## src/hw/link_pkg.sv

```systemverilog
/*
  Constants of the five-wire handshake link on the device side:
  byte shape, handshake pulse width, acknowledge value and reply timeout.
  Assumes a 40 MHz system clock.
*/
// Summary of operation
// - Direction low device-to-host, high host-to-device.
// - Handshake pulse low for four CPU clocks.
// - Pulse while wake active means clear-to-send.
// - Pulse while wake inactive means request-to-send.
// - Device times out host replies, repeats handshake.
// - Direction returns high after device packet ends.
// - On collision device receives first, then re-requests.
// - Host drives clock and data-in; device drives data-out.
package link_pkg;

  localparam int          BYTE_BITS       = 8;
  localparam int          PULSE_CYCLES    = 4;
  localparam logic [7:0]  ACK_BYTE        = 8'h88;
  localparam logic [7:0]  IDLE_FILL       = 8'hff;
  localparam int          SYS_PERIOD_NS   = 25;
  localparam int          REPLY_TIMEOUT_US = 5000;
  localparam int          REPLY_TIMEOUT_CYCLES =
    (REPLY_TIMEOUT_US * 1000) / SYS_PERIOD_NS;
  localparam logic [2:0]  PULSE_LAST      = 3'(PULSE_CYCLES - 1);
  localparam logic [2:0]  BIT_LAST        = 3'(BYTE_BITS - 1);

  typedef enum logic [2:0] {
    ST_IDLE     = 3'h0,
    ST_RTS      = 3'h1,
    ST_WAIT_ACK = 3'h3,
    ST_SEND     = 3'h2,
    ST_CTS      = 3'h6,
    ST_HOST_RX  = 3'h7
  } link_state_t;

endpackage : link_pkg

```

## src/hw/byte_shifter.sv

```systemverilog
/*
  Clock-slave byte shifter: samples the host serial clock and data,
  finds clock edges and moves one byte in and one byte out.
  Assumes the system clock is many times faster than the serial clock.
*/
`timescale 1ns/100ps
module byte_shifter #(
  parameter bit CPOL      = 1'b0,
  parameter bit CPHA      = 1'b0,
  parameter bit LSB_FIRST = 1'b0
) (
  input  wire logic       clk_in,
  input  wire logic       reset_n_in,
  input  wire logic       sclk_in,
  input  wire logic       sdi_in,
  input  wire logic       enable_in,
  input  wire logic       clear_in,
  input  wire logic [7:0] tx_byte_in,
  output logic            load_out,
  output logic            sdo_out,
  output logic [7:0]      rx_byte_out,
  output logic            rx_valid_out
);

  logic [1:0] sclk_sync;
  logic [1:0] sdi_sync;
  logic       sclk_prev;
  logic [7:0] tx_reg;
  logic [7:0] rx_shift;
  logic [2:0] bit_cnt;
  logic       loaded;

  // ---------------------------------------------------------------
  // Edge decode
  // ---------------------------------------------------------------
  wire rise        = sclk_sync[1] & ~sclk_prev;
  wire fall        = ~sclk_sync[1] & sclk_prev;
  wire leading     = CPOL ? fall : rise;
  wire trailing    = CPOL ? rise : fall;
  wire sample_edge = CPHA ? trailing : leading;
  wire shift_edge  = CPHA ? leading : trailing;
  wire active      = enable_in & ~clear_in;
  wire [2:0] idx   = LSB_FIRST ? bit_cnt : 3'(link_pkg::BIT_LAST - bit_cnt);
  wire [7:0] next_rx = LSB_FIRST ? {sdi_sync[1], rx_shift[7:1]}
                                 : {rx_shift[6:0], sdi_sync[1]};
  wire byte_done   = active & loaded & sample_edge
                     & (bit_cnt == link_pkg::BIT_LAST);

  assign load_out = active & ~loaded;

  always_ff @(posedge clk_in or negedge reset_n_in) begin
    if (!reset_n_in) begin
      sclk_sync <= {2{CPOL}};
      sdi_sync  <= 2'h0;
      sclk_prev <= CPOL;
    end else begin
      sclk_sync <= {sclk_sync[0], sclk_in};
      sdi_sync  <= {sdi_sync[0], sdi_in};
      sclk_prev <= sclk_sync[1];
    end
  end

  // ---------------------------------------------------------------
  // Byte shifting
  // ---------------------------------------------------------------
  always_ff @(posedge clk_in or negedge reset_n_in) begin
    if (!reset_n_in) begin
      tx_reg  <= link_pkg::IDLE_FILL;
      loaded  <= 1'b0;
      bit_cnt <= 3'h0;
    end else if (!active) begin
      loaded  <= 1'b0;
      bit_cnt <= 3'h0;
    end else if (!loaded) begin
      tx_reg <= tx_byte_in;
      loaded <= 1'b1;
    end else if (sample_edge) begin
      bit_cnt <= bit_cnt + 3'h1;
      loaded  <= ~byte_done;
    end
  end

  always_ff @(posedge clk_in or negedge reset_n_in) begin
    if (!reset_n_in) begin
      rx_shift <= 8'h00;
    end else if (active && loaded && sample_edge) begin
      rx_shift <= next_rx;
    end
  end

  always_ff @(posedge clk_in or negedge reset_n_in) begin
    if (!reset_n_in) begin
      sdo_out <= 1'b1;
    end else if (!active) begin
      sdo_out <= 1'b1;
    end else if (!CPHA || shift_edge) begin
      sdo_out <= tx_reg[idx];
    end
  end

  always_ff @(posedge clk_in or negedge reset_n_in) begin
    if (!reset_n_in) begin
      rx_byte_out  <= 8'h00;
      rx_valid_out <= 1'b0;
    end else begin
      rx_valid_out <= byte_done;
      if (byte_done) begin
        rx_byte_out <= next_rx;
      end
    end
  end

endmodule : byte_shifter

```

## src/hw/handshake_link.sv

```systemverilog
/*
  Device end of the five-wire half-duplex handshake link: drives the
  direction line, answers wake requests, requests its own sends and
  passes packet bytes to and from local logic.
  Assumes the host clocks the serial link and follows the handshake.
*/
`timescale 1ns/100ps
module handshake_link #(
  parameter bit CPOL           = 1'b0,
  parameter bit CPHA           = 1'b0,
  parameter bit LSB_FIRST      = 1'b0,
  parameter int TIMEOUT_CYCLES = link_pkg::REPLY_TIMEOUT_CYCLES
) (
  input  wire logic       CLK_SYS_IN,
  input  wire logic       RESET_N_IN,
  input  wire logic       HOST_SERIAL_CLOCK_IN,
  input  wire logic       DEVICE_SERIAL_IN_IN,
  input  wire logic       WAKE_REQUEST_N_IN,
  output logic            DEVICE_SERIAL_OUT_OUT,
  output logic            DIRECTION_HANDSHAKE_OUT,
  input  wire logic [7:0] TX_BYTE_IN,
  input  wire logic       TX_VALID_IN,
  input  wire logic       TX_LAST_IN,
  output logic            TX_READY_OUT,
  output logic [7:0]      RX_BYTE_OUT,
  output logic            RX_VALID_OUT,
  input  wire logic       RX_END_IN,
  output logic            ACK_ERROR_OUT,
  output logic            TIMEOUT_OUT
);

  link_pkg::link_state_t state;
  link_pkg::link_state_t next_state;

  logic [1:0]  wake_sync;
  logic [2:0]  pulse_cnt;
  logic [31:0] wait_cnt;
  logic        last_loaded;
  logic        host_byte_seen;
  logic        dir;
  logic        ack_error;
  logic        timeout_flag;
  logic        load;
  logic [7:0]  shift_rx;
  logic        shift_rx_valid;

  // ---------------------------------------------------------------
  // Decode
  // ---------------------------------------------------------------
  wire wake_active = ~wake_sync[1];
  wire pulse_done  = (pulse_cnt == link_pkg::PULSE_LAST);
  wire timed_out   = (wait_cnt == 32'(TIMEOUT_CYCLES - 1));
  wire in_pulse    = (state == link_pkg::ST_RTS)
                   | (state == link_pkg::ST_CTS);
  wire ack_ok      = shift_rx_valid & (shift_rx == link_pkg::ACK_BYTE);
  wire ack_bad     = shift_rx_valid & (shift_rx != link_pkg::ACK_BYTE);
  wire in_send     = (state == link_pkg::ST_SEND);
  wire shift_on    = in_send
                   | (state == link_pkg::ST_WAIT_ACK)
                   | (state == link_pkg::ST_HOST_RX);
  wire shift_clear = (state == link_pkg::ST_WAIT_ACK) & ack_ok;
  wire send_end    = in_send & shift_rx_valid & last_loaded;
  wire waiting     = (state == link_pkg::ST_WAIT_ACK)
                   | ((state == link_pkg::ST_HOST_RX) & ~host_byte_seen
                      & wake_active);
  wire [7:0] tx_byte = in_send ? TX_BYTE_IN : link_pkg::IDLE_FILL;

  // No byte is taken once the last one of the packet is loaded
  assign TX_READY_OUT            = in_send & load & ~last_loaded;
  assign DIRECTION_HANDSHAKE_OUT = dir;
  assign ACK_ERROR_OUT           = ack_error;
  assign TIMEOUT_OUT             = timeout_flag;

  byte_shifter #(
    .CPOL      (CPOL),
    .CPHA      (CPHA),
    .LSB_FIRST (LSB_FIRST)
  ) u_shifter (
    .clk_in       (CLK_SYS_IN),
    .reset_n_in   (RESET_N_IN),
    .sclk_in      (HOST_SERIAL_CLOCK_IN),
    .sdi_in       (DEVICE_SERIAL_IN_IN),
    .enable_in    (shift_on),
    .clear_in     (shift_clear),
    .tx_byte_in   (tx_byte),
    .load_out     (load),
    .sdo_out      (DEVICE_SERIAL_OUT_OUT),
    .rx_byte_out  (shift_rx),
    .rx_valid_out (shift_rx_valid)
  );

  // ---------------------------------------------------------------
  // Sequencer
  // ---------------------------------------------------------------
  always_comb begin
    next_state = state;
    unique case (state)
      link_pkg::ST_IDLE: begin
        if (wake_active) begin
          next_state = link_pkg::ST_CTS;
        end else if (TX_VALID_IN) begin
          next_state = link_pkg::ST_RTS;
        end
      end
      link_pkg::ST_CTS: begin
        if (pulse_done) begin
          next_state = link_pkg::ST_HOST_RX;
        end
      end
      link_pkg::ST_RTS: begin
        if (pulse_done) begin
          next_state = link_pkg::ST_WAIT_ACK;
        end
      end
      link_pkg::ST_WAIT_ACK: begin
        if (wake_active) begin
          next_state = link_pkg::ST_CTS;
        end else if (ack_ok) begin
          next_state = link_pkg::ST_SEND;
        end else if (ack_bad || timed_out) begin
          next_state = link_pkg::ST_RTS;
        end
      end
      link_pkg::ST_HOST_RX: begin
        if (RX_END_IN) begin
          next_state = link_pkg::ST_IDLE;
        end else if (timed_out) begin
          next_state = link_pkg::ST_CTS;
        end
      end
      link_pkg::ST_SEND: begin
        if (send_end) begin
          next_state = link_pkg::ST_IDLE;
        end
      end
      default: begin
        next_state = link_pkg::ST_IDLE;
      end
    endcase
  end

  always_ff @(posedge CLK_SYS_IN or negedge RESET_N_IN) begin
    if (!RESET_N_IN) begin
      state     <= link_pkg::ST_IDLE;
      wake_sync <= 2'h3;
    end else begin
      state     <= next_state;
      wake_sync <= {wake_sync[0], WAKE_REQUEST_N_IN};
    end
  end

  // ---------------------------------------------------------------
  // Direction line and pulse width
  // ---------------------------------------------------------------
  always_ff @(posedge CLK_SYS_IN or negedge RESET_N_IN) begin
    if (!RESET_N_IN) begin
      pulse_cnt <= 3'h0;
    end else if (in_pulse && !pulse_done) begin
      pulse_cnt <= pulse_cnt + 3'h1;
    end else begin
      pulse_cnt <= 3'h0;
    end
  end

  always_ff @(posedge CLK_SYS_IN or negedge RESET_N_IN) begin
    if (!RESET_N_IN) begin
      dir <= 1'b1;
    end else begin
      dir <= ~((next_state == link_pkg::ST_RTS)
             | (next_state == link_pkg::ST_CTS)
             | (next_state == link_pkg::ST_SEND));
    end
  end

  // ---------------------------------------------------------------
  // Reply timeout
  // ---------------------------------------------------------------
  always_ff @(posedge CLK_SYS_IN or negedge RESET_N_IN) begin
    if (!RESET_N_IN) begin
      wait_cnt <= 32'h0;
    end else if (!waiting || next_state != state) begin
      wait_cnt <= 32'h0;
    end else begin
      wait_cnt <= wait_cnt + 32'h1;
    end
  end

  always_ff @(posedge CLK_SYS_IN or negedge RESET_N_IN) begin
    if (!RESET_N_IN) begin
      timeout_flag <= 1'b0;
      ack_error    <= 1'b0;
    end else begin
      timeout_flag <= waiting & timed_out;
      ack_error    <= (state == link_pkg::ST_WAIT_ACK) & ack_bad
                      & ~wake_active;
    end
  end

  // ---------------------------------------------------------------
  // Packet tracking
  // ---------------------------------------------------------------
  always_ff @(posedge CLK_SYS_IN or negedge RESET_N_IN) begin
    if (!RESET_N_IN) begin
      last_loaded    <= 1'b0;
      host_byte_seen <= 1'b0;
    end else begin
      if (!in_send) begin
        last_loaded <= 1'b0;
      end else if (load && !last_loaded) begin
        last_loaded <= TX_LAST_IN;
      end
      if (state != link_pkg::ST_HOST_RX) begin
        host_byte_seen <= 1'b0;
      end else if (shift_rx_valid) begin
        host_byte_seen <= 1'b1;
      end
    end
  end

  always_ff @(posedge CLK_SYS_IN or negedge RESET_N_IN) begin
    if (!RESET_N_IN) begin
      RX_BYTE_OUT  <= 8'h00;
      RX_VALID_OUT <= 1'b0;
    end else begin
      RX_VALID_OUT <= (state == link_pkg::ST_HOST_RX) & shift_rx_valid;
      if (shift_rx_valid) begin
        RX_BYTE_OUT <= shift_rx;
      end
    end
  end

endmodule : handshake_link

```

## config.mk

```make
export PLATFORM = sky130hd
export DESIGN_NAME = handshake_link
export DESIGN_NICKNAME = d
export VERILOG_FILES = /design/src/hw/link_pkg.sv /design/src/hw/byte_shifter.sv /design/src/hw/handshake_link.sv
export SDC_FILE = /design/constraint.sdc
export NUM_CORES = 1
export LEC_CHECK = 0
export BUFFER_PORTS_ARGS = -buffer_cell sky130_fd_sc_hd__buf_2
export CAP_MARGIN = 10
export CORE_UTILIZATION = 40
export CTS_CLUSTER_SIZE = 30
export DETAILED_ROUTE_END_ITERATION = 6
export GPL_TIMING_DRIVEN = 0
export PLACE_DENSITY = 0.63
export SLEW_MARGIN = 5
export SYNTH_ARGS = -nofsm -noshare
export SYNTH_HDL_FRONTEND = slang
export SYNTH_SLANG_ARGS = --single-unit
```

## constraint.sdc

```tcl
create_clock -name CLK_SYS_IN -period 4.5 [get_ports CLK_SYS_IN]
set_input_delay 0 -clock CLK_SYS_IN [delete_from_list [all_inputs] [get_ports CLK_SYS_IN]]
set_output_delay 0 -clock CLK_SYS_IN [all_outputs]
set_load 0.02 [all_outputs]
```

==> results.cfg, run 1 <==
[global_routing]
antenna_found_initial = 0
grt_max_degree = 48
grt_pass1_vias = 3055
grt_pass1_wl_mm = 14.9
track_usage = 0.169
grt_overflow = 0

[detailed_routing]
num_vias = 2946
routed_via_density = 5.11
dr.pass1.iters = 4
wl_per_cell_um = 15.0
antenna_left = 0
wirelength_mm = 8.62
drt-initial-drc-count = 127
drc = 0

[pwr]
p_leak_nw = 2.19
p_total_mw = 2.27
powerDensity_nw_per_um2 = 442
ir_worst_vdd_uv = 181

[synthesis]
synth-compound-area-share = 0.0373
ys_seq_area_frac = 0.497
synth_nets = 398
ys_warn_count = 0
synthSimpleGateAreaFrac = 0.264
yosys.area.top_type = dfrtp_1
synth_cell_types = 56
synthXorXnorAreaFrac = 0.0629
synth_top_area_frac = 0.427
syn_area_um2 = 4460
synth_fa_ha_area_frac = 0.0140
yosys-top-cells-area = dfrtp_1, dfstp_2, xnor2_1
synth_top_family_by_area = simple AND/OR/NAND/NOR gates
synth-edff-count = 0
syn_area_per_cell_um2 = 11.8
ys.flop_type = dfrtp_1
async_flop_share = 1.00
syn_inst = 377
muxShareOfSynthArea = 0.0794
synth_seq_cells = 88

[cells_and_area]
final_net_count = 452
antenna_cells = 0
top_register = wait_cnt
area_growth_pct = 15.3
largest_register_ffs = 32
drive_above_1_share = 0.289
final_core_util = 0.474

[job]
maxCapViolCount = 0

[floorplanning]
io-pin-count = 30
row_count = 38
dieArea_um2 = 11600
die_h_um = 108
die_w_um = 108
start_util = 0.411
core_area_um2 = 10800

[critical_path]
arrival_ns = 2.58
worst_setup_path_end_kind = flip-flop
startpoint = wait_cnt[15]$_DFF_PN0_
worstReg2RegEnd = wait_cnt[19]$_DFF_PN0_
required_ns = 4.76
critPathKind = flip-flop to flip-flop
reg2reg_depth = 7
cp-start-kind = flip-flop
r2r-start = wait_cnt[15]$_DFF_PN0_
reg2reg_slack_ns = 2.18
cp-endpoint = wait_cnt[19]$_DFF_PN0_
cp_max_fo = 10

[sta]
report.final.slew_viol_count = 0
worst_pin_slew_ns = 0.567
max-slew-margin-rel = 0.622
hold_viol_final = 0
rsz0062_at_grt = no
setup_tns_ns = 0
fin_crit_ns = 2.32
max_freq_mhz = 431
setup_viol = 0
clock_skew_ns = 0.0107
whs_ns = 0.0859
timing.final.crit_share = 0.516

[clocking]
cts_tree = built
ctsHoldBuffers = 13
post-cts-setup-buffers = 0
clk_latency_ns = 0.37
cts_resized = 0
h-tree-depth = 3
numCtsBuffers = 9
clkSlewWorstSetupHoldPaths_ns = 0.09
ctsRootBufferMaster = clkbuf_8
clock_path_buffers = 2
cts_sinks = 88

[hold_path]
holdPathStages = 4
hp-class = input pin to flip-flop

[placed_design]
place_hpwl_mm = 5.87
port_buffers = 29
gp_congestion = 0.807

[outcome]
status = finished clean
==> power by group <==
group	switching (mW)	internal (mW)	leakage [nW]	total (mW)
logic	0.417	0.311	0.937	0.727
registers	0.0720	0.908	1.16	0.980
clock network	0.289	0.275	0.0972	0.564
total	0.778	1.49	2.19	2.27
==> cells in the mapped netlist (all sizes together), types with 3 or more instances <==
cell,n
nand3,12
nand4,9
nor4,8
a21oi,13
nor2,36
nand2,26
nor3,23
ha,5
buf,15
and2,3
xor2,3
xnor2,29
and3,4
mux2,23
nor4b,24
dfrtp,76
clkbuf,7
inv,11
dfstp,12
and4,7
nand3b,4
==> cell usage in the layout (no fill, tap or decap), types with 2 or more instances in the layout <==
master,n
nor2_1,34
nor4b_4,4
a31oi_1,2
mux4_2,2
buf_12,2
nand4_4,2
or3_1,2
a21oi_1,13
nand4_1,6
nand3b_1,4
and4_1,6
ha_1,5
buf_4,4
dfstp_2,12
and3_1,4
dlygate4sd3_1,13
nor4_1,7
nand3_1,11
nor3_1,23
xnor2_1,29
clkbuf_1,8
mux2i_1,2
or2_2,2
o21ai_0,2
and2_1,2
xor2_1,3
buf_2,34
nand2_1,25
dfrtp_1,76
inv_1,11
nor4b_1,6
a21o_1,2
mux2_4,8
nor2b_1,2
nor4b_2,14
and4b_1,2
mux2_2,15
buf_6,3
clkbuf_8,10
==> metrics by stage <==
| stage | std cells | cell area, um2 | setup WS (ns) |
|---|---|---|---|
| global placement | 546 | 4780 | 2.21 |
| finish | 576 | 5140 | 2.18 |
| CTS | 576 | 5140 | 2.16 |
| detailed placement | 547 | 4810 | 2.17 |
| floorplan | 377 | 4460 | 2.59 |
| global route | 576 | 5140 | 2.01 |
==> critical path, stage by stage (launching register included) <==
cell and delay (ns):
dfrtp_1 0.45, nor4_1 0.37, nand4_1 0.24, nor4_4 0.43
o31a_1 0.18, buf_2 0.19, buf_4 0.26, nor4b_2 0.08
==> cells by family after synthesis <==
family / after synthesis
xor gates and xnor gates: 32
and+or+nand+nor: 166
AOI/OAI and AO/OA: 26
muxes: 27
DFF: 88
buffers and inverters: 33
adders and majority gates: 5
==> cell type report <==
type,count,area [um2]
inverter,11,41.3
timing repair buffer,43,305
multi-input combinational,256,2040
fill,984,5700
clock inverter,4,55.1
sequential,88,2220
buffer,22,158
clock buffer,12,145
tap,140,175
==> routing by layer <==
metal / up-vias / share of wire / global-route usage
met1: 1435 / 0.50 / 0.231
met2: 53 / 0.44 / 0.250
li1: 1446 / - / -
met4: 0 / 0.016 / 0.0665
met3: 12 / 0.039 / 0.0484
met5: - / 0 / 0
==> worst min-delay path by stage <==
stage / from / endpoint / slack, ns
after floorplan: RESET_N_IN / ACK_ERROR_OUT$_DFF_PN0_ / -0.30
after global placement: WAKE_REQUEST_N_IN / wake_sync[0]$_DFF_PN1_ / 0.11
after detailed placement: RESET_N_IN / wait_cnt[17]$_DFF_PN0_ / 0.04
after CTS: RX_END_IN / state[2]$_DFF_PN0_ / 0.05
after global routing: RX_END_IN / state[2]$_DFF_PN0_ / 0.11
final: RX_END_IN / state[2]$_DFF_PN0_ / 0.09
Power figures use the tool's default switching activity.
==> inputs of run 2 (changes only) <==
--- a/config.mk
+++ b/config.mk
@@ -5,13 +5,14 @@
 export SDC_FILE = /design/constraint.sdc
 export NUM_CORES = 1
 export LEC_CHECK = 0
+export ABC_AREA = 1
 export BUFFER_PORTS_ARGS = -buffer_cell sky130_fd_sc_hd__buf_2
 export CAP_MARGIN = 10
 export CORE_UTILIZATION = 40
 export CTS_CLUSTER_SIZE = 30
 export DETAILED_ROUTE_END_ITERATION = 6
 export GPL_TIMING_DRIVEN = 0
-export PLACE_DENSITY = 0.63
+export PLACE_DENSITY = 0.65
 export SLEW_MARGIN = 5
 export SYNTH_ARGS = -nofsm -noshare
 export SYNTH_HDL_FRONTEND = slang
==> constraint.sdc (replaced) <==
create_clock -name CLK_SYS_IN -period 2.1 [get_ports CLK_SYS_IN]
set_input_delay 0 -clock CLK_SYS_IN [delete_from_list [all_inputs] [get_ports CLK_SYS_IN]]
set_output_delay 0 -clock CLK_SYS_IN [all_outputs]
set_load 0.02 [all_outputs]
==> run 2 against run 1 <==
Routed wire length increased by 11%; combinational power increased by 47%; global-route usage increased by 0.59 points; fmax increased by 13%; clock skew decreased by 0.0031 ns; worst setup slack got worse by 2.1 ns; clock power increased by 95%; die area decreased by 4.7%; sequential share of layout area decreased by 1.7 points; via count increased by 16%; sequential power increased by 110%; critical endpoint is now wait_cnt[2]$_DFF_PN0_; largest power group unchanged.
==> results.cfg, run 2 <==
[critical_path]
cp-start-kind = flip-flop
cp_max_fo = 8
worst_setup_path_end_kind = flip-flop
required_ns = 2.41
critPathKind = flip-flop to flip-flop
startpoint = wait_cnt[1]$_DFF_PN0_
r2r-start = wait_cnt[1]$_DFF_PN0_
arrival_ns = 2.36

[sta]
report.final.slew_viol_count = 0
setup_viol = 0
max_freq_mhz = 487
hold_viol_final = 0
max-slew-margin-rel = 0.538
post-route-worst-setup-slack_ns = 0.0471
timing.final.crit_share = 0.978
fin_crit_ns = 2.05
setup_tns_ns = 0
clock_skew_ns = 0.00761
worst_pin_slew_ns = 0.687

[synthesis]
yosys-top-cells-area = dfrtp_1, nand2_1, dfstp_2
async_flop_share = 1.00
muxShareOfSynthArea = 0.0186
synth_fa_ha_area_frac = 0.0147
synth_nets = 507
syn_area_per_cell_um2 = 8.73
yosys.area.top_type = dfrtp_1
synth-compound-area-share = 0.0531
synth_commonest_cells = nand2_1, dfrtp_1, nor2_1
synth-edff-count = 0
synth_top_area_frac = 0.448
synth.most_common_cell = nand2_1
ys_warn_count = 0
synthXorXnorAreaFrac = 0.0557
ys.flop_type = dfrtp_1
syn_area_um2 = 4240
syn_inst = 486
synth_seq_cells = 88
synthSimpleGateAreaFrac = 0.267
synth_cell_types = 29
ys_seq_area_frac = 0.523
synth_top_family_by_area = simple AND/OR/NAND/NOR gates

[global_routing]
track_usage = 0.175
grt_max_degree = 64
grt_pass1_wl_mm = 15.0
grt_overflow = 0
antenna_found_initial = 0
grt_pass1_vias = 3367

[hold_path]
hp-class = input pin to flip-flop
hold_start = RX_END_IN

[placed_design]
place_hpwl_mm = 6.50
gp_congestion = 0.917
port_buffers = 29
dp_slack_ns = -0.0986

[detailed_routing]
num_vias = 3432
routed_via_density = 4.81
dr.pass1.iters = 4
drt-initial-drc-count = 120
wirelength_mm = 9.56
drc = 0
wl_per_cell_um = 13.4
antenna_left = 0

[clocking]
clk_latency_ns = 0.37
cts_sinks = 88
cts_tree = built
h-tree-depth = 3
clkSlewWorstSetupHoldPaths_ns = 0.08
ctsRootBufferMaster = clkbuf_8
clock_path_buffers = 2
numCtsBuffers = 9

[floorplanning]
dieArea_um2 = 11000
core_area_um2 = 10300
row_count = 37
io-pin-count = 30
die_h_um = 105
start_util = 0.411
die_w_um = 105

[pwr]
p_clk_frac = 0.259
switching_share = 0.315
powerDensity_nw_per_um2 = 793
p_leak_nw = 2.41
pwr-share-seq = 0.489
switchingPower_mw = 1.34
intPower_mw = 2.91
ir_worst_vdd_uv = 672
p_comb_frac = 0.253
p_total_mw = 4.25

[outcome]
status = finished clean

[cells_and_area]
antenna_cells = 0
largest_register_ffs = 32
layout_common_cells = nand2_1, dfrtp_1, inv_1
area_growth_pct = 26.3
final_net_count = 593
mostFrequentLayoutCell = nand2_1
drive_above_1_share = 0.291
top_register = wait_cnt

[job]
maxCapViolCount = 0
-- run 2: changes by cell type in the layout (fill, tap and decap cells not counted), moves of 20 or more --
cell	previous run	this run
nor2_2	0	25
o21ai_0	2	22
xnor2_1	29	5
buf_4	4	30
inv_1	11	52
nand2_1	25	96
-- run 2: final timing paths --
kind                                                   end  slack (ns)  cells after the start
setup / recovery                     wait_cnt[2]$_DFF_PN0_        0.05                     14
hold / removal                          state[0]$_DFF_PN0_        0.03                      4
hold reg to reg            u_shifter.sdi_sync[1]$_DFF_PN0_        0.35                      0
max in group asynchronous  u_shifter.tx_reg[3]$_DFFE_PN1P_        1.37                      3
setup reg to reg                     wait_cnt[2]$_DFF_PN0_        0.05                     14
min in group asynchronous            wait_cnt[4]$_DFF_PN0_        0.08                      2
-- run 2: timing repair --
| item | in CTS | in global routing |
|---|---|---|
| endpoints found under the setup margin | 31 | 38 |
| resized for setup | 3 | 46 |
| buffers inserted | 1 | 27 |
| pin swaps | 0 | 11 |
| hold buffers | 14 | 0 |
| gates cloned | 0 | 3 |
| hold endpoints to repair | 90 | 0 |
-- run 2: logic make-up after synthesis --
family / count (synthesis)
AND/OR/NAND/NOR: 251
AO/OA/AOI/OAI: 41
XOR/XNOR: 27
flip-flops: 88
buffers and inverters: 67
adder cells (fa/ha/maj): 5
multiplexers: 7
-- run 2: stage by stage --
step / utilization / hold WS, ns / cells / area [um2]
3_5_place_dp: 0.444 / -0.0634 / 652 / 4590
3_3_place_gp: 0.442 / 0.105 / 651 / 4560
6_report: 0.519 / 0.0275 / 713 / 5360
4_1_cts: 0.477 / 0.0382 / 683 / 4930
5_1_grt: 0.519 / 0.0564 / 713 / 5360
2_1_floorplan: - / -0.296 / 486 / 4240
-- run 2: worst max-delay path, stage by stage (launching register included) --
cell and delay [ns]:
dfrtp_1 0.40, ha_4 0.17, nand2_2 0.07, nor2_4 0.16
nand3_2 0.12, nor2_4 0.13, nand2_4 0.07, nand3_2 0.07
nand2_2 0.05, nand2_2 0.06, nand2_2 0.08, nand2_2 0.10
nand3_4 0.20, clkbuf_16 0.24, nor2_2 0.08
-- run 2: cell type report --
type / instances / area [um2]
repair buffers: 75 / 603
multi-input cells: 331 / 1880
clock inverters: 3 / 25.0
fillers: 954 / 4970
clock buffers: 13 / 159
flip-flops and latches: 88 / 2220
plain buffers: 6 / 76.3
well taps: 136 / 170
inverters: 61 / 229
-- run 2: routing by layer --
| layer | global-route usage | part of all wire | up-vias |
|---|---|---|---|
| met5 | 0 | 0 | - |
| li1 | - | - | 1715 |
| met1 | 0.213 | 0.43 | 1629 |
| met2 | 0.298 | 0.51 | 72 |
| met4 | 0.0674 | 0.024 | 0 |
| met3 | 0.0405 | 0.035 | 16 |
-- run 2: power by group through the flow --
stage	logic (mW)	registers (mW)	clock network [mW]
final	1.07	2.08	1.10
after global routing	1.19	2.10	1.20
after CTS	0.875	2.07	1.14
after detailed placement	0.841	2.10	0
after global placement	0.789	2.09	0
after floorplan	0.610	2.08	0
==> inputs of run 3 (changes only) <==
--- a/config.mk
+++ b/config.mk
@@ -12,7 +12,7 @@
 export CTS_CLUSTER_SIZE = 30
 export DETAILED_ROUTE_END_ITERATION = 6
 export GPL_TIMING_DRIVEN = 0
-export PLACE_DENSITY = 0.65
+export PLACE_DENSITY = 0.68
 export SLEW_MARGIN = 5
 export SYNTH_ARGS = -nofsm -noshare
 export SYNTH_HDL_FRONTEND = slang
==> run 3 against run 2 <==
Worst hold slack gained 0.043 ns; flip-flop and latch count is the same; first-iteration DRC count grew 23%; worst setup slack gained 0.057 ns; fmax grew 2.8%; critical path depth shrank 1; sequential share of layout area grew 2.9 points.
==> results.cfg, run 3 (synthesized netlist as in run 2, its figures left out) <==
[outcome]
status = finished clean

[global_routing]
grt_pass1_wl_mm = 15.2
grt_overflow = 0
grt_max_degree = 60
antenna_found_initial = 0
grt_pass1_vias = 3328
track_usage = 0.176

[critical_path]
startpoint = wait_cnt[0]$_DFF_PN0_
reg2reg_slack_ns = 0.10
worstReg2RegEnd = wait_cnt[5]$_DFF_PN0_
r2r-start = wait_cnt[0]$_DFF_PN0_
cp_slowest_stage_delay_ns = 0.42
reg2reg_depth = 13
required_ns = 2.35
worst_setup_path_end_kind = flip-flop
slowest_stage = dfrtp_1
cp_cell_sequence = ha_4 -> nand2_1 -> nor2_2 -> nand3_1 -> nor2_2 -> nand2_2 -> nand2_1 -> nand4_1 -> nand2_1 -> inv_1 -> nand3_4 -> buf_6 -> nor2_2
cp-start-kind = flip-flop
critical-path-top-delay-family = simple AND/OR/NAND/NOR gates
arrival_ns = 2.25
cp-endpoint = wait_cnt[5]$_DFF_PN0_
critPathKind = flip-flop to flip-flop
worst-path-stages = 13
cp_max_fo = 10
crit_buf_inv = 2

[sta]
report.final.slew_viol_count = 0
whs_ns = 0.0709
fin_crit_ns = 2.00
setup_viol = 0
worst_pin_slew_ns = 0.727
clock_skew_ns = 0.00773
post-route-worst-setup-slack_ns = 0.104
timing.final.crit_share = 0.951
max_freq_mhz = 501
max-slew-margin-rel = 0.512
hold_viol_final = 0

[floorplanning]
row_count = 37
dieArea_um2 = 11000
core_area_um2 = 10300
start_util = 0.411
io-pin-count = 30
die_w_um = 105
die_h_um = 105

[placed_design]
dpl.cell_count = 652
port_buffers = 29
place_hpwl_mm = 6.40
gp_congestion = 0.898
dp_slack_ns = -0.0730

[cells_and_area]
top_register = wait_cnt
mostFrequentLayoutCell = nand2_1
largest_register_ffs = 32
antenna_cells = 0
layout_common_cells = nand2_1, dfrtp_1, nor2_1
final_net_count = 566
fin_cells = 686
drive_above_1_share = 0.213
area_growth_pct = 17.9

[clocking]
numCtsBuffers = 9
clock_path_buffers = 2
ctsRootBufferMaster = clkbuf_8
clk_latency_ns = 0.37
cts_tree = built
h-tree-depth = 3
clkSlewWorstSetupHoldPaths_ns = 0.09
cts_sinks = 88

[hold_path]
hp-class = input pin to flip-flop
holdPathStages = 3

[detailed_routing]
routed_via_density = 4.83
drc = 0
antenna_left = 0
wl_per_cell_um = 12.9
num_vias = 3312
drt-initial-drc-count = 147
dr.pass1.iters = 4
wirelength_mm = 8.87

[pwr]
ir_worst_vdd_uv = 710
p_leak_nw = 2.22
powerDensity_nw_per_um2 = 834

[job]
maxCapViolCount = 0
## run 3: how the worst min path moves through the flow
| stage | to | slack [ns] | startpoint |
|---|---|---|---|
| after floorplan | ACK_ERROR_OUT$_DFF_PN0_ | -0.30 | RESET_N_IN |
| after global placement | wake_sync[0]$_DFF_PN1_ | 0.11 | WAKE_REQUEST_N_IN |
| after detailed placement | wait_cnt[4]$_DFF_PN0_ | -0.03 | RESET_N_IN |
| after CTS | state[0]$_DFF_PN0_ | 0.04 | RX_END_IN |
| after global routing | state[0]$_DFF_PN0_ | 0.07 | RX_END_IN |
| final | state[2]$_DFF_PN0_ | 0.07 | RX_END_IN |
## run 3: worst min-delay path: stages
cell and delay (ns):
buf_2 0.11, nor2_2 0.16, or3_1 0.14
## run 3: repair_timing
item | in CTS | in global routing
hold buffers | 14 | 0
endpoints found under the setup margin | 31 | 38
setup buffers | 1 | 3
pin swaps | 0 | 2
resized for setup | 2 | 10
endpoints found under the hold margin | 90 | 0
## run 3: layout make-up
cell class	instances	area [um2]
clock buffers	10	128
inverters	61	229
well taps	136	170
multi-input cells	331	1780
clock inverters	6	66.3
repair buffers	48	345
plain buffers	6	60.1
flip-flops and latches	88	2220
fillers	998	5320
## run 3: report_power, final
group	leakage, nW	total (mW)	switching, mW	internal (mW)
Sequential	1.17	2.07	0.127	1.94
Combinational	0.954	0.919	0.551	0.367
Clock	0.101	1.18	0.628	0.557
## run 3: per-stage QoR
stage	instance area (um2)	setup TNS, ns	utilization	power (mW)
final	5000	0	0.484	4.17
after detailed placement	4590	-1.45	0.444	2.92
after floorplan	4240	0	-	2.69
after CTS	4940	0	0.478	4.16
after global placement	4560	-1.09	0.442	2.88
after global routing	5000	-0.147	0.484	4.45
## run 3: layer usage
metal	GRT usage	share of wire
met1	0.215	0.46
met2	0.297	0.50
met3	0.0574	0.028
met4	0.0533	0.015
met5	0	0
